<file path="src/apm_pkg.sv">
// Constants shared by the amplifier protection monitor.
// Assumes a 100 MHz core clock and temperatures coded in whole degrees C.
package apm_pkg;
    // Core clock rate in MHz.
    localparam int CLK_MHZ = 100;
    // Least time a peak short must hold before a channel trips.
    localparam int OVERCURRENT_SHUTDOWN_MIN_US = 200;
    localparam int OVERCURRENT_SHUTDOWN_CYC = OVERCURRENT_SHUTDOWN_MIN_US * CLK_MHZ;
    // One step of the programmed dc-detect hold time.
    localparam int DC_UNIT_US = 10;
    localparam int DC_UNIT_CYC = DC_UNIT_US * CLK_MHZ;
    // Half period of the sync clock driven by the oscillator master.
    localparam int SYNC_HALF_CYC = 125;
    // Width of the time counters.
    localparam int CNT_W = 16;
    // Fixed upper five bits of the 7-bit slave address.
    localparam logic [4:0] DEV_ADDR_HI = 5'h1B;
    // Register offsets.
    localparam logic [7:0] REG_FAULT1 = 8'h00;
    localparam logic [7:0] REG_FAULT2 = 8'h01;
    localparam logic [7:0] REG_STAT1 = 8'h04;
    localparam logic [7:0] REG_HIZ = 8'h05;
    localparam logic [7:0] REG_CTRL2 = 8'h09;
    localparam logic [7:0] REG_CTRL3 = 8'h0A;
    localparam logic [7:0] REG_CTRL5 = 8'h0C;
    localparam logic [7:0] REG_DCPOS = 8'h0E;
    localparam logic [7:0] REG_DCNEG = 8'h0F;
    // Fault register 1 bit positions.
    localparam int F1_OTW = 0;
    localparam int F1_DC = 1;
    localparam int F1_OC = 2;
    localparam int F1_OVERTEMP_SHUTDOWN = 3;
    localparam int F1_UV = 4;
    localparam int F1_OV = 5;
    localparam int F1_LDUMP = 6;
    // Status register 1 bit positions; warnings occupy bits 5 to 7.
    localparam int ST1_UV = 0;
    localparam int ST1_OV = 3;
    localparam int ST1_OVERTEMP_SHUTDOWN = 4;
    localparam int ST1_WARN = 5;
    // Restart-all bit of control register 5.
    localparam int C5_ALL = 7;
    // Reset values.
    localparam logic [7:0] CTRL2_RST = 8'h00;
    localparam logic [7:0] CTRL3_RST = 8'h01;
    localparam logic [7:0] DCLVL_RST = 8'h00;
    // Temperature thresholds in degrees C.
    localparam logic [7:0] TEMP_WARN1 = 8'h7D;
    localparam logic [7:0] TEMP_WARN2 = 8'h87;
    localparam logic [7:0] TEMP_WARN3 = 8'h91;
    localparam logic [7:0] TEMP_HYST = 8'h0A;
    localparam logic [7:0] TEMP_SD_SET = 8'h9B;
    localparam logic [7:0] TEMP_SD_CLR = 8'h91;
    // Sources for the shared clip/warning pin.
    typedef enum logic [1:0] {
        APM_CLIP_ONLY, APM_WARN_ONLY, APM_CLIP_OR_WARN, APM_TWEETER
    } apm_clip_t;
    // Serial port states.
    typedef enum logic [2:0] {
        ST_IDLE, ST_DEV, ST_SUB, ST_WR, ST_RD, ST_ACK, ST_RACK
    } apm_i2c_t;
endpackage

</file>
<file path="src/apm_top.sv">
// Protection, monitoring and serial control port of a four-channel amplifier.
// Assumes analog comparators and a temperature sensor feed it asynchronous levels.
`timescale 1ns/10ps
module apm_top #(
    parameter int OVERCURRENT_SHUTDOWN_CYCLES = apm_pkg::OVERCURRENT_SHUTDOWN_CYC
) (
    // Clock and reset.
    input wire logic CLK,
    input wire logic RST_N,
    // Per-channel comparator levels and the single tweeter detect level.
    input wire logic [3:0] AVG_OVER,
    input wire logic [3:0] PEAK_OVER,
    input wire logic [3:0] DC_POS_OVER,
    input wire logic [3:0] DC_NEG_OVER,
    input wire logic [3:0] PWM_FULL,
    input wire logic TWEETER_DET,
    // Supply and temperature monitors.
    input wire logic [2:0] UV_DET,
    input wire logic OV_DET,
    input wire logic LDUMP_DET,
    input wire logic POR_DET,
    input wire logic [7:0] TEMP_C,
    // Address strap and oscillator sync pin.
    input wire logic [1:0] ADDR_SEL,
    input wire logic OSCILLATOR_SYNC_PIN_I,
    output logic OSCILLATOR_SYNC_PIN_O,
    output logic OSCILLATOR_SYNC_PIN_OE_N,
    output logic OSC_MASTER,
    output logic SW_CLK,
    // Serial control port.
    input wire logic SCL_I,
    input wire logic SDA_I,
    output logic SDA_O,
    output logic SDA_OE_N,
    // Power stage controls and status pins.
    output logic [3:0] PULSE_CUT,
    output logic [3:0] CH_HIZ,
    output logic [7:0] DC_POS_LEVEL,
    output logic [7:0] DC_NEG_LEVEL,
    output logic FAULT_N,
    output logic CLIP_WARN_N
);
    import apm_pkg::*;

    localparam int SW = 40; // Width of the synchronized input bundle.
    logic [SW-1:0] async_in, sync_m_reg, sync_s_reg;
    logic [3:0] avg_s, peak_s, dcp_s, dcn_s, full_s;
    logic [2:0] uv_s;
    logic ov_s, ld_s, por_s, tw_s, scl_s, sda_s, osc_s;
    logic [7:0] temp_s;
    logic [1:0] sel_s;

    // Every outside level but RST_N passes two flops; the first is read by nothing else.
    // The temperature word must be stable for several cycles at a time.
    assign async_in = {AVG_OVER, PEAK_OVER, DC_POS_OVER, DC_NEG_OVER, PWM_FULL,
                       UV_DET, OV_DET, LDUMP_DET, POR_DET, TWEETER_DET,
                       SCL_I, SDA_I, OSCILLATOR_SYNC_PIN_I, TEMP_C, ADDR_SEL};
    always_ff @(posedge CLK) begin
        sync_m_reg <= async_in;
        sync_s_reg <= sync_m_reg;
    end
    assign {avg_s, peak_s, dcp_s, dcn_s, full_s, uv_s, ov_s, ld_s, por_s,
            tw_s, scl_s, sda_s, osc_s, temp_s, sel_s} = sync_s_reg;

    // Strap is caught once after release of reset.
    logic strap_done_reg;
    logic [1:0] sel_reg;
    always_ff @(posedge CLK) begin
        if (!RST_N) begin
            strap_done_reg <= 1'b0;
            sel_reg <= 2'h0;
        end else if (!strap_done_reg) begin
            strap_done_reg <= 1'b1;
            sel_reg <= sel_s;
        end
    end

    // Master divides its own clock onto the sync pin; slaves follow the pin.
    logic [7:0] div_reg;
    logic osc_reg;
    always_ff @(posedge CLK) begin
        if (!RST_N) begin
            div_reg <= 8'h00;
            osc_reg <= 1'b0;
            SW_CLK <= 1'b0;
            OSCILLATOR_SYNC_PIN_OE_N <= 1'b1;
            OSC_MASTER <= 1'b0;
        end else begin
            if (div_reg == 8'(SYNC_HALF_CYC - 1)) begin
                div_reg <= 8'h00;
                osc_reg <= ~osc_reg;
            end else begin
                div_reg <= div_reg + 8'h01;
            end
            OSC_MASTER <= strap_done_reg && sel_reg == 2'h0;
            OSCILLATOR_SYNC_PIN_OE_N <= !(strap_done_reg && sel_reg == 2'h0);
            SW_CLK <= (sel_reg == 2'h0) ? osc_reg : osc_s;
        end
    end
    assign OSCILLATOR_SYNC_PIN_O = osc_reg;

    // Serial edge detection on the synchronized copies.
    logic scl_d_reg, sda_d_reg;
    always_ff @(posedge CLK) begin
        scl_d_reg <= scl_s;
        sda_d_reg <= sda_s;
    end
    logic scl_rise, scl_fall, bus_start, bus_stop;
    assign scl_rise = scl_s && !scl_d_reg;
    assign scl_fall = !scl_s && scl_d_reg;
    assign bus_start = scl_s && scl_d_reg && sda_d_reg && !sda_s;
    assign bus_stop = scl_s && scl_d_reg && !sda_d_reg && sda_s;

    apm_i2c_t state_reg, after_reg;
    logic [2:0] bit_reg;
    logic [7:0] shift_reg, sub_reg, wr_addr_reg, wr_data_reg, rd_byte;
    logic byte_rdy_reg, wr_stb_reg, rw_reg;
    logic [6:0] dev_addr;
    assign dev_addr = {DEV_ADDR_HI, sel_reg};

    // Slave engine; SCL is never held, so no stretching can occur.
    // A power-on reset drops the engine and floats the data line.
    always_ff @(posedge CLK) begin
        wr_stb_reg <= 1'b0;
        if (!RST_N || por_s) begin
            state_reg <= ST_IDLE;
            after_reg <= ST_IDLE;
            bit_reg <= 3'h0;
            shift_reg <= 8'h00;
            sub_reg <= 8'h00;
            byte_rdy_reg <= 1'b0;
            rw_reg <= 1'b0;
            wr_addr_reg <= 8'h00;
            wr_data_reg <= 8'h00;
            SDA_OE_N <= 1'b1;
        end else if (bus_start) begin
            state_reg <= ST_DEV;
            bit_reg <= 3'h0;
            byte_rdy_reg <= 1'b0;
            SDA_OE_N <= 1'b1;
        end else if (bus_stop) begin
            state_reg <= ST_IDLE;
            SDA_OE_N <= 1'b1;
        end else begin
            unique case (state_reg)
                ST_IDLE: begin
                    SDA_OE_N <= 1'b1;
                end
                ST_DEV, ST_SUB, ST_WR: begin
                    if (scl_rise) begin
                        shift_reg <= {shift_reg[6:0], sda_s};
                        bit_reg <= bit_reg + 3'h1;
                        byte_rdy_reg <= (bit_reg == 3'h7);
                    end else if (scl_fall && byte_rdy_reg) begin
                        byte_rdy_reg <= 1'b0;
                        state_reg <= ST_ACK;
                        SDA_OE_N <= 1'b0;
                        if (state_reg == ST_DEV) begin
                            rw_reg <= shift_reg[0];
                            after_reg <= shift_reg[0] ? ST_RD : ST_SUB;
                            if (shift_reg[7:1] != dev_addr) begin
                                state_reg <= ST_IDLE;
                                SDA_OE_N <= 1'b1;
                            end
                        end else if (state_reg == ST_SUB) begin
                            sub_reg <= shift_reg;
                            after_reg <= ST_WR;
                        end else begin
                            wr_stb_reg <= 1'b1;
                            wr_addr_reg <= sub_reg;
                            wr_data_reg <= shift_reg;
                            sub_reg <= sub_reg + 8'h01;
                        end
                    end
                end
                ST_ACK: begin
                    // Acknowledge held for the whole ninth clock.
                    if (scl_fall) begin
                        bit_reg <= 3'h0;
                        state_reg <= after_reg;
                        shift_reg <= rd_byte;
                        SDA_OE_N <= (after_reg == ST_RD) ? rd_byte[7] : 1'b1;
                    end
                end
                ST_RD: begin
                    if (scl_fall) begin
                        if (bit_reg == 3'h7) begin
                            SDA_OE_N <= 1'b1;
                            state_reg <= ST_RACK;
                            sub_reg <= sub_reg + 8'h01;
                        end else begin
                            SDA_OE_N <= shift_reg[6];
                            shift_reg <= {shift_reg[6:0], 1'b0};
                            bit_reg <= bit_reg + 3'h1;
                        end
                    end
                end
                ST_RACK: begin
                    // A not-acknowledge ends the read; stop follows.
                    if (scl_rise) begin
                        state_reg <= sda_s ? ST_IDLE : ST_ACK;
                    end
                end
            endcase
        end
    end
    assign SDA_O = 1'b0;

    // Configuration returns to reset on power-on reset or load dump.
    logic [7:0] ctrl2_reg, ctrl3_reg;
    logic cfg_rst;
    assign cfg_rst = !RST_N || por_s || ld_s;
    always_ff @(posedge CLK) begin
        if (cfg_rst) begin
            ctrl2_reg <= CTRL2_RST;
            ctrl3_reg <= CTRL3_RST;
            DC_POS_LEVEL <= DCLVL_RST;
            DC_NEG_LEVEL <= DCLVL_RST;
        end else if (wr_stb_reg) begin
            if (wr_addr_reg == REG_CTRL2) ctrl2_reg <= wr_data_reg;
            if (wr_addr_reg == REG_CTRL3) ctrl3_reg <= wr_data_reg;
            if (wr_addr_reg == REG_DCPOS) DC_POS_LEVEL <= wr_data_reg;
            if (wr_addr_reg == REG_DCNEG) DC_NEG_LEVEL <= wr_data_reg;
        end
    end

    // Restart strobes from control register 5.
    logic [3:0] rst_ch;
    logic rst_all;
    assign rst_all = wr_stb_reg && wr_addr_reg == REG_CTRL5 && wr_data_reg[C5_ALL];
    assign rst_ch = (wr_stb_reg && wr_addr_reg == REG_CTRL5) ? wr_data_reg[3:0] : 4'h0;

    // Per-channel trip timers: peak short and held dc offset.
    logic [3:0] oc_trip, dc_trip, off_reg;
    logic [CNT_W-1:0] dc_lim;
    assign dc_lim = CNT_W'((ctrl2_reg[7:4] + 5'h01) * DC_UNIT_CYC);
    genvar g;
    generate
        for (g = 0; g < 4; g++) begin : g_ch
            logic [CNT_W-1:0] oc_cnt_reg, dc_cnt_reg;
            // Counts while the peak short holds; releases reset the count.
            always_ff @(posedge CLK) begin
                if (!RST_N || !peak_s[g] || off_reg[g]) begin
                    oc_cnt_reg <= '0;
                end else if (!oc_trip[g]) begin
                    oc_cnt_reg <= oc_cnt_reg + 1'b1;
                end
            end
            assign oc_trip[g] = peak_s[g] && !off_reg[g]
                && oc_cnt_reg == CNT_W'(OVERCURRENT_SHUTDOWN_CYCLES - 1);
            // Either polarity over its threshold keeps the dc count running.
            always_ff @(posedge CLK) begin
                if (!RST_N || !(dcp_s[g] || dcn_s[g]) || off_reg[g]) begin
                    dc_cnt_reg <= '0;
                end else if (!dc_trip[g]) begin
                    dc_cnt_reg <= dc_cnt_reg + 1'b1;
                end
            end
            assign dc_trip[g] = (dcp_s[g] || dcn_s[g]) && !off_reg[g]
                && dc_cnt_reg == dc_lim - 1'b1;
        end
    endgenerate

    // Temperature levels with hysteresis and shutdown.
    logic [2:0] warn_reg;
    logic overtemp_shutdown_reg;
    logic [7:0] warn_th [3];
    assign warn_th = '{TEMP_WARN1, TEMP_WARN2, TEMP_WARN3};
    always_ff @(posedge CLK) begin
        if (!RST_N) begin
            warn_reg <= 3'h0;
            overtemp_shutdown_reg <= 1'b0;
        end else begin
            for (int k = 0; k < 3; k++) begin
                if (temp_s >= warn_th[k]) warn_reg[k] <= 1'b1;
                else if (temp_s < warn_th[k] - TEMP_HYST) warn_reg[k] <= 1'b0;
            end
            if (temp_s >= TEMP_SD_SET) overtemp_shutdown_reg <= 1'b1;
            else if (temp_s <= TEMP_SD_CLR) overtemp_shutdown_reg <= 1'b0;
        end
    end

    // Channel shutdown; a trip in the cycle of a restart wins.
    logic gsd_reg;
    always_ff @(posedge CLK) begin
        if (!RST_N) begin
            off_reg <= 4'h0;
            gsd_reg <= 1'b0;
        end else begin
            off_reg <= (off_reg & ~(rst_ch | {4{rst_all}}))
                | oc_trip | (dc_trip & ctrl2_reg[3:0]);
            gsd_reg <= overtemp_shutdown_reg || ld_s || (gsd_reg && !rst_all);
        end
    end

    // Latched fault registers and an unlatched status register; set wins over clear.
    logic [7:0] fault1_reg, fault2_reg, stat1_reg, f1_set;
    assign f1_set = {1'b0, ld_s, ov_s, |uv_s, overtemp_shutdown_reg, |oc_trip, |dc_trip, warn_reg[0]};
    always_ff @(posedge CLK) begin
        if (!RST_N) begin
            fault1_reg <= 8'h00;
            fault2_reg <= 8'h00;
            stat1_reg <= 8'h00;
        end else begin
            fault1_reg <= (fault1_reg & ~{8{rst_all}}) | f1_set;
            // A channel restart clears both its overcurrent and its dc bits.
            fault2_reg <= (fault2_reg & ~{2{rst_ch}} & ~{8{rst_all}})
                | {oc_trip, dc_trip};
            stat1_reg <= {warn_reg, overtemp_shutdown_reg, ov_s, uv_s};
        end
    end

    // Read data for the current subaddress.
    always_comb begin
        unique case (sub_reg)
            REG_FAULT1: rd_byte = fault1_reg;
            REG_FAULT2: rd_byte = fault2_reg;
            REG_STAT1: rd_byte = stat1_reg;
            REG_HIZ: rd_byte = {4'h0, CH_HIZ};
            REG_CTRL2: rd_byte = ctrl2_reg;
            REG_CTRL3: rd_byte = ctrl3_reg;
            REG_DCPOS: rd_byte = DC_POS_LEVEL;
            REG_DCNEG: rd_byte = DC_NEG_LEVEL;
            default: rd_byte = 8'h00;
        endcase
    end

    // Output stage drive, fault pin and shared clip/warning pin.
    logic clip_on, tw_on;
    apm_clip_t mode;
    assign mode = apm_clip_t'(ctrl3_reg[1:0]);
    assign clip_on = |(full_s & ~CH_HIZ);
    always_comb begin
        unique case (mode)
            APM_CLIP_ONLY: tw_on = clip_on;
            APM_WARN_ONLY: tw_on = warn_reg[0];
            APM_CLIP_OR_WARN: tw_on = clip_on || warn_reg[0];
            APM_TWEETER: tw_on = tw_s;
        endcase
    end
    always_ff @(posedge CLK) begin
        if (!RST_N) begin
            CH_HIZ <= 4'hF;
            PULSE_CUT <= 4'h0;
            FAULT_N <= 1'b1;
            CLIP_WARN_N <= 1'b1;
        end else begin
            CH_HIZ <= off_reg | {4{gsd_reg || |uv_s}};
            PULSE_CUT <= avg_s & ~CH_HIZ;
            FAULT_N <= !(|off_reg || gsd_reg || |uv_s || ov_s);
            CLIP_WARN_N <= !tw_on;
        end
    end
endmodule // apm_top

</file>
<file path="config.mk">
export PLATFORM = sky130hd
export DESIGN_NAME = apm_top
export DESIGN_NICKNAME = d
export VERILOG_FILES = /design/src/apm_pkg.sv /design/src/apm_top.sv
export SDC_FILE = /design/constraint.sdc
export NUM_CORES = 1
export LEC_CHECK = 0
export BUFFER_PORTS_ARGS = -buffer_cell sky130_fd_sc_hd__buf_2
export CAP_MARGIN = 20
export CORE_MARGIN = 2
export CORE_UTILIZATION = 30
export DETAILED_ROUTE_END_ITERATION = 16
export PLACE_DENSITY = 0.49
export SYNTH_ARGS = -nofsm -noshare
export SYNTH_HDL_FRONTEND = slang
export SYNTH_SLANG_ARGS = --single-unit
</file>
<file path="constraint.sdc">
create_clock -name CLK -period 12.1 [get_ports CLK]
set_input_delay 1.21 -clock CLK [delete_from_list [all_inputs] [get_ports CLK]]
set_output_delay 1.21 -clock CLK [all_outputs]
set_load 0.005 [all_outputs]
</file>
==> flow_metrics.tcl, run 1 <==
set metrics [dict create \
    min_to "sync_s_reg[10]" \
    maxSlewViolCount 0 \
    antenna_found_initial 0 \
    clock_power_share 0.484 \
    synthesis.instances 1703 \
    fmax_mhz 149.9 \
    finalHoldViolCount 0 \
    numCtsBuffers 39 \
    hold_path.class "register to register" \
    root_buffer "clkbuf_16" \
    cp-end-kind "register" \
    r2r-start "ctrl2_reg[4]" \
    pin_count 74 \
    design_area_sq_um 17650 \
    gp_congestion 0.8145 \
    crit_chain "nand3_1, xnor2_1, fa_1, fa_1, fa_1, ha_1, nand3_1, a21oi_1, nor4b_1, a311oi_2, or3_1, xor2_1, nand3_1, and4_1, mux2i_1" \
    reg2reg_depth 15 \
    leakage_nw 6.746 \
    avgSynthCellArea_sq_um 9.052 \
    setup_viol 0 \
    power_frac_comb 0.024 \
    synth.area.top_cells "dfxtp_1 (45%), nor2_1 (5.1%), nand2_1 (3.9%), xnor2_1 (3.3%), xor2_1 (3.3%)" \
    p_sw_mw 0.5409 \
    path_class "register to register" \
    hold_depth 0 \
    ys_warn_count 0 \
    syn_area_sq_um 15420 \
    crit_required_ns 12.54 \
    routed_wl_um 38670 \
    status "complete, no violations" \
    fin_skew_ns 0.01915 \
    period_minus_slack_ns 6.670 \
    grt_pass1_wl_um 63300 \
    rows 83 \
    yosys.area.top_type_share 0.4467 \
    synth_edf_count 0 \
    cts.sinks 344 \
    worstMarginPinSlew_ns 0.9761 \
    clk_pin_slew_ns 0.06 \
    wire_per_inst_um 15.71 \
    critPathMaxFanout 23 \
    htree_levels 2 \
    p_total_mw 2.391 \
    drive_above_1_share 0.1005 \
    grt_usage 0.1457 \
    viasPerCell 4.928 \
    holdWs_ns 0.3223 \
    dp_cells 2393 \
    ys_ff_latch 344 \
    yosysUniqueCellTypes 92 \
    synth-main-ff-cell "dfxtp_1" \
    grt_max_degree 37 \
    synth_nets 1795 \
    ant_nets 0 \
    areaGrowthSynthToFinish_pct 14.52 \
    start_util 0.3017 \
    layout.nets 1846 \
    setup.worst_path.start_class "register" \
    hpwl_um 27490 \
    power.internal_mw 1.850 \
    synth_top_area_cell "dfxtp_1" \
    antenna_cells 0 \
    postLayoutCoreUtil 0.3455 \
    crit_cells 15 \
    pre_cts_slack_ns 5.426 \
    cts_resized 0 \
    die_y_um 230.7 \
    core_area_sq_um 51090 \
    rsz0062_at_grt "false" \
    min_from "sync_m_reg[10]" \
    drc_errors 0 \
    postLayoutSetupSlackWorst_ns 5.430 \
    tns_ns 0 \
    fin_crit_sh 0.5513 \
    async_flop_share 0 \
    fin_cells 2461 \
    layout_common_cells "dfxtp_1 (344), nor2_1 (210), nand2_1 (159)" \
    grt-ovfl-total 0 \
    ys_seq_area_frac 0.4467 \
    cap_viol_max_count 0 \
    cpPeakStageDelay_ns 0.70 \
    multiInputGateArea_sq_um 8090 \
    drt_pass1_iterations 6 \
    fillers 5244 \
    io_buffers 72 \
    maxSlewHeadroom 0.3469 \
    seq_area_sq_um 6887 \
    crit_family "adder cells" \
    peakVddDrop_uv 119.4 \
    grt_pass1_vias 11760 \
    clockBufferDepth 3 \
    die_x_um 230.7 \
    cts_tree "done" \
    arrival_ns 7.11 \
    power.density_nw_per_um2 135.4 \
    pwr-share-seq 0.492 \
    sw_frac_of_total 0.2263 \
    slowest_stage "a311oi_2" \
    final_common_cell "dfxtp_1" \
    reg2reg_to "g_ch[3].dc_cnt_reg[13]" \
    post_cts_buffers 0 \
    die_area_sq_um 53220 \
    path_buf_inv 0 \
    clock_latency_ns 0.56 \
    via_count 12129 \
    placed_cell_area_sq_um 16400 \
    postCtsHoldBufs 0 \
    ff2ff_setup_slack_ns 5.43 \
    drtIter0Drc 619 \
]
## area by class of cell
cell class | count | area share
Tap cell | 680 | 0.04819
Timing Repair Buffer | 83 | 0.02530
Clock inverter | 16 | 0.008363
Sequential cell | 344 | 0.3901
Inverter | 34 | 0.007229
Multi-Input combinational cell | 1252 | 0.4583
Clock buffer | 52 | 0.06258
## Yosys cell counts, types with 5 or more instances
library cell,instances
and3_1,39
a211oi_1,13
fa_1,10
o211ai_1,9
nor4_1,10
a222oi_1,12
dfxtp_1,344
nor3_1,31
nor2b_1,15
a41o_1,9
or3_1,41
xor2_1,58
a22o_1,5
xnor2_1,58
a22oi_1,21
buf_2,6
inv_1,34
o21ai_0,56
and2_1,28
nand4_1,38
o31ai_1,8
nand2_1,159
nand3_1,78
a21oi_1,101
nand3b_1,5
a31oi_1,18
or4_1,13
nand2b_1,17
ha_1,40
clkbuf_1,57
mux2i_1,47
nor3b_1,7
nor2_1,210
xnor3_1,9
## how the worst max path moves through the flow
stage                                        end         start
final                     g_ch[3].dc_cnt_reg[13]  ctrl2_reg[4]
after global placement    g_ch[3].dc_cnt_reg[13]  ctrl2_reg[4]
after global routing      g_ch[3].dc_cnt_reg[13]  ctrl2_reg[4]
after detailed placement  g_ch[3].dc_cnt_reg[13]  ctrl2_reg[4]
after CTS                 g_ch[3].dc_cnt_reg[13]  ctrl2_reg[4]
after floorplan            g_ch[0].dc_cnt_reg[1]  ctrl2_reg[4]
## layer usage
| layer | global-route usage | wire (um) | vias up |
|---|---|---|---|
| li1 | - | - | 6133 |
| met1 | 0.1948 | 18610 | 5762 |
| met2 | 0.2412 | 17860 | 174 |
| met3 | 0.02359 | 1312 | 60 |
| met4 | 0.04355 | 880 | 0 |
| met5 | 0 | 0 | - |
## power groups by stage
| stage | registers (mW) | clock network [mW] | logic [mW] |
|---|---|---|---|
| global placement | 1.20 | 0 | 0.0578 |
| finish | 1.18 | 1.16 | 0.0579 |
| global route | 1.18 | 1.24 | 0.0663 |
| floorplan | 1.19 | 0 | 0.0386 |
| CTS | 1.18 | 1.19 | 0.0591 |
| detailed placement | 1.20 | 0 | 0.0590 |
## cells by family (layout without fill, tap and decap cells)
kind of cell             after synthesis  count (layout)  share of synthesized area
AO/OA/AOI/OAI                        294             294                     0.1240
XOR/XNOR                             129             129                    0.08449
adder cells (fa/ha/maj)               50              50                    0.04545
buffers and inverters                107             185                    0.02922
flip-flops                           344             344                     0.4467
multiplexers                          49              49                    0.03198
other                                  1               1                  0.0002433
AND/OR/NAND/NOR                      729             729                     0.2379
No activity file was read; power rests on OpenSTA's default activity.
==> inputs of run 2 (changes only) <==
--- a/config.mk
+++ b/config.mk
@@ -10,7 +10,7 @@
 export CORE_MARGIN = 2
 export CORE_UTILIZATION = 30
 export DETAILED_ROUTE_END_ITERATION = 16
-export PLACE_DENSITY = 0.49
+export PLACE_DENSITY = 0.5
 export SYNTH_ARGS = -nofsm -noshare
 export SYNTH_HDL_FRONTEND = slang
 export SYNTH_SLANG_ARGS = --single-unit
==> constraint.sdc (replaced) <==
create_clock -name CLK -period 5.51 [get_ports CLK]
set_input_delay 0.551 -clock CLK [delete_from_list [all_inputs] [get_ports CLK]]
set_output_delay 0.551 -clock CLK [all_outputs]
set_load 0.005 [all_outputs]
==> run 2 against run 1 <==
Compared with the run above:
- sequential power rose by 120%
- flip-flop and latch count did not move
- design area rose by 1.6%
- maximum frequency grew 27%
- via count up 0.68%
- combinational power up 120%
- core utilization increased by 0.54 points
- clock skew barely moved
- routed wire length is 1.3% lower
- first-iteration DRC count is 4.0% higher
- critical path type unchanged
- critical endpoint is now g_ch[1].dc_cnt_reg[3]
- largest cell class unchanged
==> flow_metrics.tcl, run 2 (synthesis gave the netlist of run 1 again) <==
set metrics [dict create \
    finalHoldViolCount 0 \
    drt_pass1_iterations 6 \
    root_buffer "clkbuf_16" \
    die_x_um 230.7 \
    rows 83 \
    period_minus_slack_ns 5.267 \
    worstMarginPinSlew_ns 1.002 \
    dp_cells 2413 \
    power.density_nw_per_um2 295.0 \
    crit_chain "ha_2, xnor2_2, inv_2, fa_2, fa_1, fa_1, ha_4, buf_4, a41oi_2, a31o_2, or3_4, nor4b_4, buf_4, xnor3_2, and2_4, or3_1, a21oi_1" \
    maxSlewHeadroom 0.3298 \
    drtIter0Drc 644 \
    areaGrowthSynthToFinish_pct 16.31 \
    clock_latency_ns 0.55 \
    r2r-start "ctrl2_reg[4]" \
    gp_congestion 0.7911 \
    fin_crit_sh 0.9559 \
    cp-end-kind "register" \
    ff2ff_setup_slack_ns 0.24 \
    grt_pass1_vias 11541 \
    endpoint "g_ch[1].dc_cnt_reg[3]" \
    pin_count 74 \
    crit_required_ns 5.96 \
    postCtsHoldBufs 0 \
    power.internal_mw 4.096 \
    setup.worst_path.start_class "register" \
    fmax_mhz 189.9 \
    grt_max_degree 37 \
    cts_tree "done" \
    clock_power_share 0.488 \
    clockBufferDepth 3 \
    status "complete, no violations" \
    leakage_nw 6.863 \
    holdWs_ns 0.1000 \
    numCtsBuffers 38 \
    clk_pin_slew_ns 0.06 \
    start_util 0.3017 \
    layout.nets 1868 \
    drc_errors 0 \
    setup_viol 0 \
    startpoint "ctrl2_reg[4]" \
    hold_path.class "primary input to register" \
    htree_levels 2 \
    routed_wl_um 38180 \
    pwr-share-seq 0.488 \
    antenna_found_initial 0 \
    maxSlewViolCount 0 \
    arrival_ns 5.72 \
    path_class "register to register" \
    ant_nets 0 \
    power_frac_comb 0.024 \
    grt-ovfl-total 0 \
    cts.sinks 344 \
    wire_per_inst_um 15.38 \
    io_buffers 72 \
    cap_viol_max_count 0 \
    final_common_cell "dfxtp_1" \
    layout_common_cells "dfxtp_1 (342), nor2_1 (210), nand2_1 (159)" \
    reg2reg_to "g_ch[1].dc_cnt_reg[3]" \
    sw_frac_of_total 0.2258 \
    viasPerCell 4.918 \
    die_area_sq_um 53220 \
    grt_usage 0.1418 \
    die_y_um 230.7 \
    antenna_cells 0 \
    p_sw_mw 1.194 \
    postLayoutCoreUtil 0.3509 \
    fin_skew_ns 0.01893 \
    slowest_stage "fa_2" \
    rsz0062_at_grt "true" \
    peakVddDrop_uv 207.9 \
    cpPeakStageDelay_ns 0.59 \
    drive_above_1_share 0.1192 \
    fin_cells 2483 \
    via_count 12212 \
    reg2reg_depth 17 \
    core_area_sq_um 51090 \
    grt_pass1_wl_um 61760 \
    critPathMaxFanout 21 \
    hpwl_um 27380 \
]
-- run 2: changes by cell type in the layout (fill, tap and decap cells not counted), sizes merged --
cell	change
buf	+23
bufinv	+2
clkbuf	-4
clkinv	-3
clkinvlp	+4
-- run 2: through the flow --
stage	instance area, sq um	TNS (ns)	total power, mW	worst slack (ns)
final	17930	0	5.290	0.2428
after floorplan	15420	0	2.706	0.003261
after detailed placement	16580	-0.02064	2.766	-0.02064
after CTS	17880	0	5.366	0.002939
after global placement	16580	0	2.763	0.09189
after global routing	17930	0	5.485	0.001040
-- run 2: worst min path at each step --
stage / endpoint / startpoint / cells past startpoint / slack (ns)
after detailed placement: sync_s_reg[30] / sync_m_reg[30] / 0 / 0.31
after floorplan: sync_s_reg[0] / sync_m_reg[0] / 0 / 0.31
after global routing: sync_m_reg[24] / DC_NEG_OVER[0] / 1 / 0.08
final: sync_m_reg[21] / PWM_FULL[1] / 1 / 0.1
after CTS: sync_m_reg[21] / PWM_FULL[1] / 1 / 0.07
after global placement: sync_s_reg[37] / sync_m_reg[37] / 0 / 0.31
-- run 2: power groups by stage --
stage / combinational [mW] / sequential [mW] / clock [mW]
2_1_floorplan: 0.0847 / 2.62 / 0
3_3_place_gp: 0.129 / 2.63 / 0
3_5_place_dp: 0.130 / 2.64 / 0
4_1_cts: 0.131 / 2.58 / 2.66
5_1_grt: 0.144 / 2.59 / 2.75
6_report: 0.128 / 2.58 / 2.58
-- run 2: metal layers --
layer | vias up | track usage | part of all wire
met5 | - | 0 | 0
met4 | 0 | 0.03508 | 0.019
met3 | 49 | 0.01816 | 0.029
met2 | 163 | 0.2428 | 0.48
met1 | 5823 | 0.1887 | 0.47
li1 | 6177 | - | -
-- run 2: cell type report --
| cell class | count | area [sq um] |
|---|---|---|
| Inverter | 34 | 127.6 |
| Timing Repair Buffer | 106 | 640.6 |
| Multi-Input combinational cell | 1252 | 8140 |
| Tap cell | 680 | 850.8 |
| Sequential cell | 344 | 6889 |
| Clock inverter | 19 | 244.0 |
| Fill cell | 5270 | 33160 |
| Clock buffer | 48 | 1039 |
-- run 2: timing repair --
item | CTS | global route
hold endpoints to repair | 0 | 0
pin swaps | 1 | 2
gates resized for setup | 2 | 12
setup endpoints to repair | 3 | 67
buffers inserted | 0 | 3
-- run 2: critical path: cells and delay by family, from the launching register on --
kind            cells  cell delay, ns
compound gates      3            0.59
xor+xnor            2            0.43
fa+ha+maj           5            2.08
buf+inv             3            0.41
flops               1            0.36
simple gates        4            1.29
